==> config.mk <==
export PLATFORM = sky130hd
export DESIGN_NAME = gmq_top
export DESIGN_NICKNAME = d
export VERILOG_FILES = /design/src/design/gmq_pkg.sv /design/src/design/gmq_cfg_if.sv /design/src/design/gmq_tick.sv /design/src/design/gmq_qual.sv /design/src/design/gmq_top.sv
export VERILOG_INCLUDE_DIRS = /design/src /design/src/design
export SDC_FILE = /design/constraint.sdc
export NUM_CORES = 1
export LEC_CHECK = 0
export BUFFER_PORTS_ARGS = -buffer_cell sky130_fd_sc_hd__buf_4
export CAP_MARGIN = 10
export CORE_ASPECT_RATIO = 1.25
export CORE_UTILIZATION = 34
export DETAILED_ROUTE_END_ITERATION = 12
export HOLD_SLACK_MARGIN = 0.15
export PLACE_DENSITY_LB_ADDON = 0.15
export SLEW_MARGIN = 20
export SYNTH_ARGS = -nofsm -noshare
export SYNTH_HDL_FRONTEND = slang
export SYNTH_SLANG_ARGS = --single-unit
==> constraint.sdc <==
create_clock -name mclk -period 2.05 [get_ports mclk]
set_input_delay 0.205 -clock mclk [delete_from_list [all_inputs] [get_ports mclk]]
set_output_delay 0.205 -clock mclk [all_outputs]
set_load 0.005 [all_outputs]
==> src/design/gmq_map.svh <==
// Constants for the pin multiplexer and input qualifier block.
// Assumes one system clock; included by the package and by each module using it.
//
// Behaviour
// - Each pin's function comes from its own 2-bit field in one of three selects
// - A reserved function value connects no peripheral; the pin may still be driven
// - Each pin has an input qualification mode chosen from four options
// - Mode 0,0 is the reset default and only synchronises the input
// - Modes 0,1 and 1,0 synchronise, then hold the input until qualified
// - Sample period comes from the control register, shared by groups of 8 pins
// - Window is 3 or 6 samples; output changes only when all samples agree
// - Mode 1,1 passes the input unsynchronised to the peripheral
// - An unselected peripheral input sits at its own fixed default level
// - One peripheral input may be routed from several candidate pins
`ifndef GMQ_MAP_SVH
`define GMQ_MAP_SVH

// ----------------------------------------
// Sizes
// ----------------------------------------
`define GMQ_NPIN 35
`define GMQ_NGRP 5
`define GMQ_NPI 6
`define GMQ_NONE 3'h7
`define GMQ_WIN3 3'h3
`define GMQ_WIN6 3'h6

// ----------------------------------------
// Register byte offsets
// ----------------------------------------
`define GMQ_FSEL_A1 6'h00
`define GMQ_FSEL_A2 6'h04
`define GMQ_FSEL_B1 6'h08
`define GMQ_QSEL_A1 6'h0c
`define GMQ_QSEL_A2 6'h10
`define GMQ_QSEL_B1 6'h14
`define GMQ_QCTL_A 6'h18
`define GMQ_QCTL_B 6'h1c
`define GMQ_LVL_A 6'h20
`define GMQ_LVL_B 6'h24

// ----------------------------------------
// Reset values and peripheral input defaults
// ----------------------------------------
`define GMQ_RST32 32'h0000_0000
`define GMQ_PI_DEFAULT 6'h0f

`endif

==> src/design/gmq_pkg.sv <==
// Types and decode helpers for the pin multiplexer block.
// Assumes the constants header sits beside it.
`include "gmq_map.svh"

package gmq_pkg;

	typedef enum logic [1:0] {QM_SYNC, QM_WIN3, QM_WIN6, QM_ASYNC} gmq_qmode_e;

	// Two-bit field of pin p from a packed select vector
	function automatic logic [1:0] gmq_field(input logic [69:0] v, input int p);
		return v[2*p +: 2];
	endfunction

	// Peripheral input fed by pin p under select s; none when not an input
	function automatic logic [2:0] gmq_route(input int p, input logic [1:0] s);
		logic [7:0] key;
		key = {p[5:0], s};
		case (key)
			{6'd10, 2'h2}, {6'd13, 2'h2}, {6'd17, 2'h2}, {6'd21, 2'h3}: return 3'h0;
			{6'd11, 2'h2}, {6'd15, 2'h2}, {6'd19, 2'h2}, {6'd23, 2'h3}: return 3'h1;
			{6'd16, 2'h3}, {6'd28, 2'h3}: return 3'h2;
			{6'd17, 2'h3}, {6'd29, 2'h3}: return 3'h3;
			{6'd6, 2'h2}, {6'd32, 2'h2}: return 3'h4;
			{6'd24, 2'h2}: return 3'h5;
			default: return `GMQ_NONE;
		endcase
	endfunction

endpackage

==> src/design/gmq_cfg_if.sv <==
// Carrier between the register side and the qualifier side.
// Assumes all users run on the same system clock.
`timescale 1ns/100ps

interface gmq_cfg_if;
	logic [69:0] qsel;
	logic [39:0] period;
	logic [4:0] tick;
	logic [34:0] qval;

	modport ctl (output qsel, output period, input tick, input qval);
	modport tck (input period, output tick);
	modport qual (input qsel, input tick, output qval);
endinterface

==> src/design/gmq_tick.sv <==
// Sample tick generator, one counter per group of eight pins.
// Assumes period fields come straight from software registers.
`timescale 1ns/100ps
`include "gmq_map.svh"

module gmq_tick import gmq_pkg::*; (
	input wire logic mclk, // System clock
	input wire logic rst_n, // Async reset, active low
	gmq_cfg_if.tck cfg // Period in, tick out
);

	typedef struct packed {
		logic [4:0][7:0] cnt;
		logic [4:0] tick;
	} gmq_tick_s;

	gmq_tick_s st;
	gmq_tick_s next_st;

	// group sample period
	// Tick every period+1 cycles; zero samples on every cycle
	always_comb begin
		next_st = st;
		for (int g = 0; g < `GMQ_NGRP; g++) begin
			next_st.tick[g] = (st.cnt[g] >= cfg.period[8*g +: 8]);
			next_st.cnt[g] = next_st.tick[g] ? 8'h00 : st.cnt[g] + 8'h01;
		end
	end

	always_ff @(posedge mclk or negedge rst_n) begin
		if (!rst_n) begin
			st <= '0;
		end else begin
			st <= next_st;
		end
	end

	assign cfg.tick = st.tick;
endmodule

==> src/design/gmq_qual.sv <==
// Per-pin synchroniser and sampling-window qualifier.
// Assumes pins are asynchronous to mclk and ticks come from gmq_tick.
`timescale 1ns/100ps
`include "gmq_map.svh"

module gmq_qual import gmq_pkg::*; (
	input wire logic mclk, // System clock
	input wire logic rst_n, // Async reset, active low
	input wire logic [34:0] pin_in, // Raw pad levels
	gmq_cfg_if.qual cfg // Modes and ticks in, levels out
);

	typedef struct packed {
		logic [34:0] s1;
		logic [34:0] s2;
		logic [34:0] s3;
		logic [34:0] sv;
		logic [34:0] raw;
		logic [34:0] q;
		logic [34:0][2:0] cnt;
	} gmq_qual_s;

	gmq_qual_s st;
	gmq_qual_s next_st;
	logic [34:0] out;

	// Three-stage chain; a change counts once stages two and three agree
	always_comb begin
		gmq_qmode_e m;
		logic [2:0] win;
		m = QM_SYNC;
		win = `GMQ_WIN3;
		next_st = st;
		next_st.s1 = pin_in;
		next_st.s2 = st.s1;
		next_st.s3 = st.s2;
		next_st.raw = pin_in;
		for (int p = 0; p < `GMQ_NPIN; p++) begin
			if (st.s2[p] == st.s3[p]) begin
				next_st.sv[p] = st.s3[p];
			end
			m = gmq_qmode_e'(gmq_field(cfg.qsel, p));
			win = (m == QM_WIN6) ? `GMQ_WIN6 : `GMQ_WIN3;
			if (m == QM_WIN3 || m == QM_WIN6) begin
				if (st.sv[p] == st.q[p]) begin
					next_st.cnt[p] = 3'h0;
				end else if (cfg.tick[p >> 3]) begin
					if (st.cnt[p] + 3'h1 == win) begin
						next_st.q[p] = st.sv[p];
						next_st.cnt[p] = 3'h0;
					end else begin
						next_st.cnt[p] = st.cnt[p] + 3'h1;
					end
				end
			end else begin
				next_st.q[p] = st.sv[p];
				next_st.cnt[p] = 3'h0;
			end
			out[p] = (m == QM_ASYNC) ? st.raw[p] : st.q[p];
		end
	end

	always_ff @(posedge mclk or negedge rst_n) begin
		if (!rst_n) begin
			st <= '0;
		end else begin
			st <= next_st;
		end
	end

	assign cfg.qval = out;
endmodule

==> src/design/gmq_top.sv <==
// Pin function multiplexer with input qualification and Avalon-MM registers.
// Assumes peripherals and the GPIO data block sit on mclk beside it.
//
// Register access over Avalon-MM and the address map were decided locally.
`timescale 1ns/100ps
`include "gmq_map.svh"

module gmq_top import gmq_pkg::*; (
	input wire logic mclk, // System clock, 250 MHz
	input wire logic rst_n, // Async reset, active low
	input wire logic [5:0] avs_address, // Byte address
	input wire logic avs_read, // Read request
	input wire logic avs_write, // Write request
	input wire logic [31:0] avs_writedata, // Write data
	input wire logic [3:0] avs_byteenable, // Byte lanes
	output logic [31:0] avs_readdata, // Read data
	output logic avs_waitrequest, // Stall, low at the answer
	input wire logic [34:0] pin_in, // Pad input levels
	output logic [34:0] pin_out, // Pad output levels
	output logic [34:0] pin_oe_n, // Pad drive enable, low drives
	input wire logic [34:0] gpio_dout, // GPIO output data
	input wire logic [34:0] gpio_dir, // GPIO direction, high is output
	output logic [34:0] gpio_din, // Qualified input levels
	input wire logic [104:0] alt_dout, // Peripheral data, 3 per pin
	input wire logic [104:0] alt_oe, // Peripheral enables, 3 per pin
	output logic [5:0] periph_in // Routed peripheral inputs
);

	// ----------------------------------------
	// State
	// ----------------------------------------
	typedef struct packed {
		logic [31:0] fsel_a1;
		logic [31:0] fsel_a2;
		logic [5:0] fsel_b1;
		logic [31:0] qsel_a1;
		logic [31:0] qsel_a2;
		logic [5:0] qsel_b1;
		logic [31:0] qctl_a;
		logic [7:0] qctl_b;
		logic wait_r;
		logic [31:0] rdata;
		logic [34:0] pout;
		logic [34:0] poen;
		logic [34:0] gdin;
		logic [5:0] pin_r;
	} gmq_top_s;

	gmq_top_s st;
	gmq_top_s next_st;
	logic [69:0] fsel;
	logic [5:0] pi_hit;
	logic [5:0] reg_idx;
	logic take;

	// One carrier instance; the top drives selects and periods into it
	gmq_cfg_if cfg ();

	// Select vectors are packed pin by pin, the period vector group by group
	assign fsel = {st.fsel_b1, st.fsel_a2, st.fsel_a1};
	assign cfg.qsel = {st.qsel_b1, st.qsel_a2, st.qsel_a1};
	assign cfg.period = {st.qctl_b, st.qctl_a};
	assign reg_idx = {avs_address[5:2], 2'b00};
	assign take = (avs_read || avs_write) && !st.wait_r;

	// Byte-lane merge for register writes
	function automatic logic [31:0] merge(input logic [31:0] old, input logic [31:0] wd,
		input logic [3:0] be);
		logic [31:0] r;
		r = old;
		for (int b = 0; b < 4; b++) begin
			if (be[b]) begin
				r[8*b +: 8] = wd[8*b +: 8];
			end
		end
		return r;
	endfunction

	// ----------------------------------------
	// Submodules
	// ----------------------------------------
	gmq_tick u_tick (
		.mclk(mclk),
		.rst_n(rst_n),
		.cfg(cfg.tck)
	);

	gmq_qual u_qual (
		.mclk(mclk),
		.rst_n(rst_n),
		.pin_in(pin_in),
		.cfg(cfg.qual)
	);

	// ----------------------------------------
	// Next state
	// ----------------------------------------
	// Bus answer takes one stall cycle so read data can come from a flop
	always_comb begin
		logic [31:0] rd;
		logic [31:0] mw;
		logic [1:0] s;
		logic [2:0] id;
		rd = `GMQ_RST32;
		mw = `GMQ_RST32;
		s = 2'h0;
		id = `GMQ_NONE;
		next_st = st;
		pi_hit = 6'h00;
		next_st.wait_r = !((avs_read || avs_write) && st.wait_r);
		// Register writes land on the edge where waitrequest is low
		if (avs_write && take) begin
			case (reg_idx)
				`GMQ_FSEL_A1: next_st.fsel_a1 = merge(st.fsel_a1, avs_writedata, avs_byteenable);
				`GMQ_FSEL_A2: next_st.fsel_a2 = merge(st.fsel_a2, avs_writedata, avs_byteenable);
				`GMQ_FSEL_B1: begin
					// Narrow registers merge as a full word and keep the low bits
					mw = merge({26'h0, st.fsel_b1}, avs_writedata, avs_byteenable);
					next_st.fsel_b1 = mw[5:0];
				end
				`GMQ_QSEL_A1: next_st.qsel_a1 = merge(st.qsel_a1, avs_writedata, avs_byteenable);
				`GMQ_QSEL_A2: next_st.qsel_a2 = merge(st.qsel_a2, avs_writedata, avs_byteenable);
				`GMQ_QSEL_B1: begin
					// Upper lanes fall away; only three pins live here
					mw = merge({26'h0, st.qsel_b1}, avs_writedata, avs_byteenable);
					next_st.qsel_b1 = mw[5:0];
				end
				`GMQ_QCTL_A: next_st.qctl_a = merge(st.qctl_a, avs_writedata, avs_byteenable);
				`GMQ_QCTL_B: begin
					// Only group four has a period byte here
					mw = merge({24'h0, st.qctl_b}, avs_writedata, avs_byteenable);
					next_st.qctl_b = mw[7:0];
				end
				default: ;
			endcase
		end
		// Unmapped reads return zero
		case (reg_idx)
			`GMQ_FSEL_A1: rd = st.fsel_a1;
			`GMQ_FSEL_A2: rd = st.fsel_a2;
			`GMQ_FSEL_B1: rd = {26'h0, st.fsel_b1};
			`GMQ_QSEL_A1: rd = st.qsel_a1;
			`GMQ_QSEL_A2: rd = st.qsel_a2;
			`GMQ_QSEL_B1: rd = {26'h0, st.qsel_b1};
			`GMQ_QCTL_A: rd = st.qctl_a;
			`GMQ_QCTL_B: rd = {24'h0, st.qctl_b};
			`GMQ_LVL_A: rd = st.gdin[31:0];
			`GMQ_LVL_B: rd = {29'h0, st.gdin[34:32]};
			default: rd = `GMQ_RST32;
		endcase
		if (avs_read && st.wait_r) begin
			next_st.rdata = rd;
		end
		// Pad drive per pin
		for (int p = 0; p < `GMQ_NPIN; p++) begin
			s = gmq_field(fsel, p);
			if (s == 2'h0) begin
				next_st.pout[p] = gpio_dout[p];
				next_st.poen[p] = !gpio_dir[p];
			end else begin
				// reserved still drives
				// Reserved codes have no peripheral behind them; the pad follows
				// whatever that lane carries, which is tied off outside
				next_st.pout[p] = alt_dout[3*p + int'(s) - 1];
				next_st.poen[p] = !alt_oe[3*p + int'(s) - 1];
			end
		end
		next_st.gdin = cfg.qval;
		next_st.pin_r = `GMQ_PI_DEFAULT;
		// several candidate pins
		// Walk downward so the lowest-numbered selecting pin wins a conflict
		for (int p = `GMQ_NPIN - 1; p >= 0; p--) begin
			id = gmq_route(p, gmq_field(fsel, p));
			if (id != `GMQ_NONE) begin
				next_st.pin_r[id] = cfg.qval[p];
				pi_hit[id] = 1'b1;
			end
		end
	end

	// ----------------------------------------
	// Registers
	// ----------------------------------------
	// All selects reset to zero: plain I/O, sync-only qualification
	always_ff @(posedge mclk or negedge rst_n) begin
		if (!rst_n) begin
			st <= '0;
			st.wait_r <= 1'b1;
			st.pout <= '0;
			st.poen <= '1;
			st.pin_r <= `GMQ_PI_DEFAULT;
		end else begin
			st <= next_st;
		end
	end

	// Every output comes straight from a register of the state
	assign avs_readdata = st.rdata;
	assign avs_waitrequest = st.wait_r;
	assign pin_out = st.pout;
	assign pin_oe_n = st.poen;
	assign gpio_din = st.gdin;
	assign periph_in = st.pin_r;
endmodule

Word level (Yosys, flattened, before mapping) --
Index checks and enable logic that the tools add are counted.
Storage, ports and cells: register bits after elaboration 649, bits of input ports 361, output and inout port bits 144, logic and storage cells 1636
Operators by class: $add $sub $neg 109, order comparisons 68, equality and inequality tests 388, multiplexer cells 705, bitwise operators 3, reductions and logical operators 220
Operators by type and width (count):
- $mux 3 | 185
- $bmux 1 s7 | 70
- $mux 1 | 399
- $pmux 32 s10 | 1
- $ne 2x2->1 const B | 105
- $reduce_and 3->1 | 58
- $eq 2x2->1 const B | 85
- $ne 3x3->1 const B | 49
- $lt 9x9->1 const B | 13
- $sub 8x1->9 const B | 13
- $add 3x1->3 const B | 35
- $eq 3x3->1 | 35
- $add 7x2->8 const A | 13
- $lt 8x9->1 const B | 11
- $sub 7x1->8 const B | 11
- $mux 6 | 14
- $bwmux 6 | 13
- $add 6x2->7 const A | 11
- $logic_not 1->1 | 72
- $eq 1x1->1 | 70
- $eq 2x1->1 const B | 35
- $logic_not 2->1 | 35
- $lt 3x4->1 const B | 14
- $lt 7x9->1 const B | 5
- 30 further kinds | 141

Depth between registers and ports, before layout --
Gate-level depths: netlist of the first run.
word-level depth 35, mapped depth 8, mapped depth without buffers 7

Modules after synthesis --
From an unflattened synthesis of the first run, not the netlist that was laid out.
Unflattened totals: cells, all modules 2564, area, all modules 32667.6 um^2
Modules (own cells, without submodules):
- gmq_top | times used 1, cells each 1060, area an instance 15707.6 um^2, sequential area each 8157.8 um^2
- gmq_qual | times used 1, cells each 1218, area an instance 13969.6 um^2, sequential area each 7006.7 um^2
- gmq_tick | times used 1, cells each 286, area an instance 2990.4 um^2, sequential area each 1126.1 um^2

Worst setup path before layout of the first run --
No wires, ideal clock.
kind register to register, start point register st (netlist bit fsel[44]), end point register st (netlist bit pin_oe_n[22]), setup time 0.073 ns, data arrival time 1.812 ns, required time 1.977 ns, slack 0.165 ns, cell stages (with the launch flop) 8, path buffers 1, clock period less this slack 1.885 ns, cell sequence dfrtp_1 > clkbuf_1 > inv_1 > ha_1 > mux4_2 > mux2i_1 > nor2_1 > a21oi_1
RTL lines:
- start: declaration | RTL line gmq_top.sv:49 | gmq_top_s st;
- start signal: assignment | RTL line gmq_top.sv:193 | st <= next_st;

==> results.json, run 1 <==
{
  "status": "finished, final reports clean",
  "stdcell_count": 4910,
  "cts_buffers": 75,
  "period_minus_slack_ps": 1988,
  "path_clk_slew_ps": 60,
  "met2_usage": 0.4141,
  "syn_nets": 3184,
  "setup_viol": 0,
  "intPower_mw": 30.35,
  "drc": 0,
  "critPathArrivalTime_ps": 2550,
  "grt_max_degree": 87,
  "seq_area_frac_synth": 0.5115,
  "die_w_um": 275.7,
  "use_met3": 0.03474,
  "synth-edff-count": 0,
  "power_density_nw_per_um2": 1014,
  "hold_viol_final": 0,
  "root_buffer": "clkbuf_16",
  "drv_cap": 0,
  "p_leak_nw": 20.55,
  "pwr-share-clk": 0.306,
  "die_h_um": 344.2,
  "layout.nets": 4187,
  "reg2reg_setup_slack_ps": 60,
  "dp_hpwl_um": 82600,
  "start_util": 0.3428,
  "tightest_slew_ps": 1109,
  "routabilityCongestion": 0.8686,
  "dieArea_um2": 94910,
  "io_pins": 505,
  "crit_start": "fsel[25]$_DFFE_PN0P_",
  "grt_util_all_layers": 0.2304,
  "synth_cell_types": 77,
  "area_delta_synth_final_pct": 38.69,
  "worstPathMaxFanout": 2,
  "dp_cells": 4404,
  "post_drt_wl_per_cell_um": 22.49,
  "p_sw_frac": 0.3225,
  "antenna_left": 0,
  "port_buffers": 502,
  "path_class": "flip-flop to flip-flop",
  "top_usage_layer": "met2",
  "rr_startpoint": "fsel[25]$_DFFE_PN0P_",
  "slew_headroom": 0.2581,
  "grt_pass1_vias": 27020,
  "vias": 25210,
  "core_um2": 92900,
  "overflow": 0,
  "rows": 125,
  "cts_max_path_buffers": 3,
  "rr_endpoint": "pin_oe_n[12]$_DFF_PN1_",
  "startpoint_type": "flip-flop",
  "hold_path.class": "input port to flip-flop",
  "end_kind": "flip-flop",
  "antenna_found_initial": 2,
  "post-route-period-util": 0.9696,
  "routed_wl_um": 110400,
  "p_comb_frac": 0.285,
  "async_reset_ff_frac": 1.000,
  "ir_worst_vdd_mv": 0.4743,
  "final_util": 0.4755,
  "synth_ff_type": "dfrtp_1",
  "fmax_ghz": 0.5031,
  "syn_inst": 2640,
  "seq_power_share": 0.409,
  "diodes": 0,
  "grt_pass1_wl_um": 163600,
  "h-tree-depth": 3,
  "rr_worst_depth": 5,
  "p_switching_mw": 14.44,
  "synth_warnings": 0,
  "drt_iter0_drc": 1305,
  "finClkSkew_ps": 21.88,
  "gr-usage-met1": 0.2822,
  "synthesis.area_um2": 31850,
  "cts_tree": "yes",
  "synth_area_per_cell_um2": 12.06,
  "drv_slew": 0,
  "drive_gt1_frac": 0.3078,
  "via_per_inst": 5.134,
  "ys_ff_latch": 649,
  "clock-sinks": 649,
  "first_pass_iters": 7,
  "rsz0062_at_grt": "false",
  "clock_latency_ps": 640,
  "worstPathRequired_ps": 2610,
  "crit_end": "pin_oe_n[12]$_DFF_PN1_"
}
## per-stage QoR
step / setup WS [ps] / hold WS, ps / power, mW / TNS, ps / cell area [µm²]
2_1_floorplan: 165.3 / -90.59 / 24.19 / 0 / 31850
3_3_place_gp: -167.5 / 130.6 / 30.02 / -2114 / 37840
3_5_place_dp: -55.55 / 132.8 / 30.31 / -378.7 / 37850
4_1_cts: 50.55 / 167.6 / 45.05 / 0 / 44030
5_1_grt: 7.244 / 199.2 / 47.22 / 0 / 44170
6_report: 62.34 / 179.0 / 44.79 / 0 / 44170
## how the worst min path moves through the flow
stage / startpoint / slack (ps) / depth (start not counted) / endpoint
global route: pin_in[6] / 200 / 2 / u_qual.next_st[251]$_DFF_PN0_
floorplan: rst_n / -90 / 0 / avs_readdata[0]$_DFFE_PN0P_
finish: alt_oe[55] / 180 / 5 / pin_oe_n[18]$_DFF_PN1_
global placement: rst_n / 130 / 1 / pin_out[7]$_DFF_PN0_
detailed placement: rst_n / 130 / 1 / pin_out[7]$_DFF_PN0_
CTS: alt_oe[55] / 170 / 5 / pin_oe_n[18]$_DFF_PN1_
## layout by cell type (no fill, tap or decap), types with 49 or more instances in the layout
cell / count
a21oi_1: 81
a22oi_1: 78
mux2i_1: 53
nand3_1: 77
dlygate4sd3_1: 364
clkbuf_16: 77
mux4_2: 86
a22o_1: 50
ha_1: 183
xor2_1: 55
inv_1: 150
mux2_2: 157
o21ai_0: 126
xnor2_1: 49
nand2b_1: 57
buf_4: 618
dfrtp_1: 608
nor2_1: 125
nand2_1: 219
## cell usage after synthesis, drive strengths merged, types with 4 or more instances
cell / instances / area, µm²
a22o: 50 / 437.9
o21a: 7 / 52.55
nor2b: 10 / 77.58
inv: 151 / 566.8
o21ai: 130 / 650.6
or2: 19 / 118.9
xor2: 55 / 481.7
a31o: 6 / 52.55
clkbuf: 16 / 60.06
mux2i: 54 / 540.5
mux4: 86 / 1937
a21o: 18 / 135.1
nand2: 224 / 855.8
and2: 21 / 131.4
a21oi: 86 / 449.2
nor4b: 11 / 111.4
nand3b: 16 / 120.1
a211o: 10 / 87.58
and3: 6 / 37.54
or3: 24 / 160.2
a21boi: 13 / 146.4
a311oi: 7 / 61.31
o21bai: 4 / 30.03
buf: 61 / 451.7
dfstp: 40 / 1051
nor3: 40 / 237.7
mux2: 162 / 1843
nand2b: 59 / 384.1
ha: 183 / 2290
a211oi: 12 / 90.09
a221oi: 5 / 43.79
o31ai: 25 / 212.7
o2111ai: 5 / 43.79
a22oi: 78 / 585.6
nand4b: 4 / 35.03
a2111oi: 8 / 85.08
nor2: 136 / 548.0
maj3: 35 / 350.3
nand3: 77 / 385.4
dfrtp: 609 / 15240
xnor2: 52 / 455.4
## flip-flops by register name, summed over array words and instances, names as in the netlist, 40 cells and up
| name | flops |
|---|---|
| cfg.period | 40 |
| cfg.qsel | 70 |
| u_tick.st | 40 |
| fsel | 70 |
| u_qual.st | 210 |
| u_qual.next_st | 70 |
## layout make-up
type,count,area (µm²)
multi-input combinational,1764,14620
sequential,649,16290
fill,8375,48730
clock buffer,105,2192
timing repair buffer,1002,8670
clock inverter,33,325.3
inverter,151,566.8
tap,1206,1509
## logic make-up after synthesis
logic type | count (synthesis) | synth area share
buf+inv | 228 | 0.03386
simple gates | 653 | 0.1023
fa+ha+maj | 218 | 0.08289
xor+xnor | 107 | 0.02943
compound gates | 483 | 0.1043
mux | 302 | 0.1357
flops | 649 | 0.5115
## power by group through the flow
stage / Clock [mW] / Sequential [mW] / Combinational (mW)
floorplan: 0 / 17.4 / 6.83
global placement: 0 / 18.5 / 11.5
detailed placement: 0 / 18.6 / 11.7
CTS: 14.1 / 18.4 / 12.6
global route: 14.6 / 18.6 / 14.0
finish: 13.7 / 18.3 / 12.7
## per-layer routing
layer,vias up,wire length (µm)
li1,11480,-
met1,12780,45260
met2,779,56890
met3,175,5389
met4,0,2873
met5,-,0
## worst max-delay path: stages, from the launching register on
cell and delay, ps:
dfrtp_1 430, inv_1 110, ha_1 350, mux4_2 300, mux2i_1 140, dlygate4sd3_1 590
## repair_timing
item	CTS	global route
hold endpoints to repair	893	0
gates resized for setup	0	16
setup buffers	0	2
hold buffers	365	0
setup endpoints to repair	0	38
Note: power is estimated with default switching activity, not from simulation.
==> inputs of run 2 (changes only) <==
--- a/config.mk
+++ b/config.mk
@@ -11,9 +11,9 @@
 export CORE_ASPECT_RATIO = 1.25
 export CORE_UTILIZATION = 34
 export DETAILED_ROUTE_END_ITERATION = 12
+export GPL_ROUTABILITY_DRIVEN = 0
 export HOLD_SLACK_MARGIN = 0.15
-export PLACE_DENSITY_LB_ADDON = 0.15
-export SLEW_MARGIN = 20
+export PLACE_DENSITY_LB_ADDON = 0.2
 export SYNTH_ARGS = -nofsm -noshare
 export SYNTH_HDL_FRONTEND = slang
 export SYNTH_SLANG_ARGS = --single-unit
==> results.json, run 2 (synthesis results as in run 1) <==
{
  "status": "finished, final reports clean",
  "setup_viol": 0,
  "gr-usage-met1": 0.2939,
  "drive_gt1_frac": 0.3070,
  "finClkSkew_ps": 19.79,
  "cts_tree": "yes",
  "cts_max_path_buffers": 3,
  "dp_cells": 4403,
  "use_met3": 0.02764,
  "startpoint_type": "flip-flop",
  "grt_max_degree": 90,
  "top_usage_layer": "met2",
  "worstPathRequired_ps": 2610,
  "dieArea_um2": 94910,
  "tightest_slew_ps": 1052,
  "antenna_found_initial": 9,
  "hold_end": "pin_out[26]$_DFF_PN0_",
  "drt_iter0_drc": 1562,
  "fill_cells": 8526,
  "overflow": 0,
  "dp_hpwl_um": 79740,
  "post-route-period-util": 0.9585,
  "first_pass_iters": 5,
  "hold_path.class": "input port to flip-flop",
  "p_leak_nw": 20.39,
  "period_minus_slack_ps": 1965,
  "start_util": 0.3428,
  "rows": 125,
  "grt_util_all_layers": 0.2217,
  "stdcell_count": 4876,
  "largest_reg_flops": 210,
  "via_per_inst": 5.053,
  "post_drt_wl_per_cell_um": 21.80,
  "core_um2": 92900,
  "holdWs_ps": 159.8,
  "multi_input_area_um2": 14570,
  "layout.nets": 4149,
  "cts_buffers": 72,
  "clock-sinks": 649,
  "antenna_left": 0,
  "rr_startpoint": "fsel[64]$_DFFE_PN0P_",
  "clock_latency_ps": 620,
  "drv_cap": 0,
  "ff_latch_area_um2": 16290,
  "drc": 0,
  "largest-register": "u_qual.st",
  "reg2reg_setup_slack_ps": 90,
  "min_from": "alt_dout[79]",
  "rr_endpoint": "pin_oe_n[32]$_DFF_PN1_",
  "met2_usage": 0.3720,
  "worstPathMaxFanout": 5,
  "path_clk_slew_ps": 60,
  "drv_slew": 0,
  "die_w_um": 275.7,
  "die_h_um": 344.2,
  "h-tree-depth": 3,
  "grt_pass1_wl_um": 156500,
  "final_util": 0.4716,
  "end_kind": "flip-flop",
  "root_buffer": "clkbuf_16",
  "hold_viol_final": 0,
  "power_density_nw_per_um2": 1023,
  "io_pins": 505,
  "routed_wl_um": 106300,
  "path_class": "flip-flop to flip-flop",
  "grt_pass1_vias": 25440,
  "vias": 24640,
  "hold_depth": 4,
  "area_delta_synth_final_pct": 37.55,
  "critPathArrivalTime_ps": 2530,
  "final_cell_mix": "615 x buf_4, 607 x dfrtp_1, 333 x dlygate4sd3_1",
  "fmax_ghz": 0.5089,
  "mostFrequentLayoutCell": "buf_4",
  "slew_headroom": 0.2964,
  "port_buffers": 502,
  "ir_worst_vdd_mv": 0.5237,
  "rr_worst_depth": 5,
  "rsz0062_at_grt": "true"
}
[run 2: layer usage]
layer  wire length, µm  vias to the layer above  part of all wire
met5                 0                        -                 0
met4              3290                        0             0.031
met3              5666                      154             0.053
met2             51670                      720              0.49
met1             45700                    12360              0.43
li1                  -                    11410                 -
[run 2: repair_timing]
action                     in CTS  in global routing
setup buffers                   0                  1
hold endpoints to repair      909                  0
hold buffers                  333                  0
setup endpoints to repair       0                 31
gates resized for setup         0                 12
[run 2: critical path: stages, from the launching register on]
cell,delay (ps)
dfrtp_1,490
inv_1,110
ha_1,350
mux4_2,290
mux2i_1,120
dlygate4sd3_1,560
[run 2: report_power, final]
part	internal [mW]	switching, mW
Combinational	6.74	5.91
Clock	8.41	5.55
Sequential	15.5	2.65
[run 2: layout make-up]
type / count / share of cell area
multi-input cells: 1763 / 0.3325
well taps: 1206 / 0.03444
inverters: 151 / 0.01294
clock inverters: 34 / 0.01065
repair buffers: 968 / 0.1905
diodes: 6 / 0.0003427
flip-flops and latches: 649 / 0.3719
clock buffers: 99 / 0.04673
[run 2: how the worst max path moves through the flow]
stage | from | endpoint | slack (ps)
floorplan | fsel[44]$_DFFE_PN0P_ | pin_oe_n[22]$_DFF_PN1_ | 170
global placement | avs_address[4] | fsel[47]$_DFFE_PN0P_ | 7
detailed placement | avs_address[4] | fsel[47]$_DFFE_PN0P_ | -5
CTS | u_tick.st[13]$_DFF_PN0_ | u_tick.st[18]$_DFF_PN0_ | 8
global route | cfg.period[24]$_DFFE_PN0P_ | u_tick.st[35]$_DFF_PN0_ | -20
finish | fsel[64]$_DFFE_PN0P_ | pin_oe_n[32]$_DFF_PN1_ | 90
[run 2: per-stage QoR]
step / power, mW / setup slack, ps / instance area (µm²) / setup TNS (ps)
finish: 44.79 / 85.11 / 43810 / 0
global route: 47.20 / -24.54 / 43800 / -24.54
CTS: 45.12 / 7.855 / 43710 / 0
detailed placement: 30.17 / -4.779 / 37870 / -4.779
global placement: 30.08 / 6.870 / 37870 / 0
floorplan: 24.19 / 165.3 / 31850 / 0
==> inputs of run 3 (changes only) <==
--- a/config.mk
+++ b/config.mk
@@ -6,11 +6,11 @@
 export SDC_FILE = /design/constraint.sdc
 export NUM_CORES = 1
 export LEC_CHECK = 0
-export BUFFER_PORTS_ARGS = -buffer_cell sky130_fd_sc_hd__buf_4
 export CAP_MARGIN = 10
 export CORE_ASPECT_RATIO = 1.25
 export CORE_UTILIZATION = 34
 export DETAILED_ROUTE_END_ITERATION = 12
+export DONT_BUFFER_PORTS = 1
 export GPL_ROUTABILITY_DRIVEN = 0
 export HOLD_SLACK_MARGIN = 0.15
 export PLACE_DENSITY_LB_ADDON = 0.2
==> results.json, run 3 (synthesis results as in run 1) <==
{
  "ir_worst_vdd_mv": 0.5481,
  "path_clk_slew_ps": 60,
  "hold_viol_final": 301,
  "area_delta_synth_final_pct": 26.29,
  "die_w_um": 275.7,
  "period_minus_slack_ps": 2072,
  "routed_wl_um": 106600,
  "fmax_ghz": 0.4827,
  "dieArea_um2": 94910,
  "largest-register": "u_qual.st",
  "mostFrequentLayoutCell": "dfrtp_1",
  "overflow": 0,
  "cts_tree": "yes",
  "status": "finished, violations left",
  "dp_cells": 3840,
  "drv_cap": 0,
  "cts_buffers": 73,
  "grt_util_all_layers": 0.2218,
  "multi_input_area_um2": 14590,
  "end_kind": "asynchronous set/reset pin",
  "p_leak_nw": 17.95,
  "grt_pass1_wl_um": 155900,
  "antenna_left": 0,
  "fill_cells": 8525,
  "power_density_nw_per_um2": 1061,
  "rows": 125,
  "grt_pass1_vias": 24920,
  "violations": "negative hold slack, max-slew violations, negative setup slack",
  "drt_iter0_drc": 1496,
  "clock_latency_ps": 630,
  "cts_max_path_buffers": 3,
  "worstPathRequired_ps": 1970,
  "io_pins": 505,
  "drc": 0,
  "post_drt_wl_per_cell_um": 24.31,
  "clock-sinks": 649,
  "finClkSkew_ps": 17.33,
  "drv_slew": 559,
  "dp_hpwl_um": 75250,
  "worstPathMaxFanout": 649,
  "core_um2": 92900,
  "setup_viol": 37,
  "holdWs_ps": -699.1,
  "start_util": 0.3428,
  "port_buffers": 0,
  "fin_setup_tns_ps": -269.8,
  "root_buffer": "clkbuf_16",
  "drive_gt1_frac": 0.1784,
  "first_pass_iters": 5,
  "tightest_slew_ps": 3566,
  "vias": 23160,
  "cts.hold.buffers_added": 404,
  "critPathArrivalTime_ps": 1990,
  "finalWorstSetupSlack_ps": -21.58,
  "hold_path.class": "input port to asynchronous set/reset pin",
  "stdcell_count": 4386,
  "h-tree-depth": 3,
  "startpoint_type": "input port",
  "largest_reg_flops": 210,
  "ff_latch_area_um2": 16290,
  "post-route-period-util": 1.011,
  "via_per_inst": 5.281,
  "rr_worst_depth": 6,
  "layout.nets": 3663,
  "grt_max_degree": 650,
  "final_cell_mix": "609 x dfrtp_1, 402 x dlygate4sd3_1, 219 x nand2_1",
  "antenna_found_initial": 23,
  "final_util": 0.4329,
  "path_class": "input port to asynchronous set/reset pin",
  "slew_headroom": -1.377,
  "die_h_um": 344.2,
  "cp.depth": 0
}
-- run 3: cell count changes in the layout (fill, tap and decap cells not counted), moves of 2 or more --
cell | previous run | this run
buf_4 | 615 | 68
inv_6 | 3 | 1
bufinv_16 | 11 | 9
nor2_1 | 125 | 122
dlygate4sd3_1 | 333 | 402
buf_12 | 19 | 8
clkinv_2 | 16 | 8
dfrtp_2 | 2 | 0
clkbuf_8 | 8 | 17
dlymetal6s4s_1 | 0 | 2
nor2_2 | 9 | 11
diode_2 | 6 | 8
dfrtp_1 | 607 | 609
clkbuf_1 | 16 | 13
-- run 3: area by class of cell --
class,count,area share
Timing Repair Buffer,480,0.1173
Antenna cell,8,0.0004977
Inverter,151,0.01409
Sequential cell,649,0.4050
Tap cell,1206,0.03752
Clock inverter,23,0.009208
Multi-Input combinational cell,1764,0.3626
Clock buffer,105,0.05369
-- run 3: timing repair --
action / in CTS / in global routing
gates cloned: 0 / 1
setup endpoints to repair: 3 / 69
gates resized for setup: 3 / 14
buffers inserted: 0 / 5
hold endpoints to repair: 966 / 649
pin swaps: 0 / 5
-- run 3: path summary, 6_finish.rpt --
check                                 startpoint                       endpoint  slack [ps]
setup reg to reg       u_qual.st[75]$_DFFE_PN0P_     u_qual.st[130]$_DFFE_PN0P_          50
setup / recovery                           rst_n  u_qual.next_st[266]$_DFF_PN0_         -20
min in group mclk                 avs_address[4]    avs_readdata[5]$_DFFE_PN0P_         180
hold reg to reg    u_qual.next_st[270]$_DFF_PN0_  u_qual.next_st[235]$_DFF_PN0_         370
max in group mclk      u_qual.st[75]$_DFFE_PN0P_     u_qual.st[130]$_DFFE_PN0P_          50
hold / removal                             rst_n          pin_out[11]$_DFF_PN0_        -700
-- run 3: layer usage --
metal | GRT usage | up-vias | wire length (µm)
li1 | - | 10430 | -
met1 | 0.2751 | 11780 | 43730
met2 | 0.3743 | 742 | 52150
met3 | 0.05089 | 194 | 7102
met4 | 0.08310 | 14 | 3579
met5 | 0 | - | 80
-- run 3: stage by stage --
| stage | instance area (µm²) | worst slack, ps | power, mW |
|---|---|---|---|
| detailed placement | 33480 | -38.82 | 27.77 |
| CTS | 40060 | 11.16 | 42.93 |
| floorplan | 31850 | 165.3 | 24.19 |
| global route | 40210 | -2.580 | 44.98 |
| global placement | 33480 | -8.822 | 27.38 |
| finish | 40220 | -21.58 | 42.68 |
-- run 3: report_power, final --
part	leakage (nW)	switching [mW]	internal (mW)	total (mW)
clock network	1.24	5.50	8.46	14.0
registers	7.87	3.04	15.6	18.6
logic	8.85	4.88	5.25	10.1
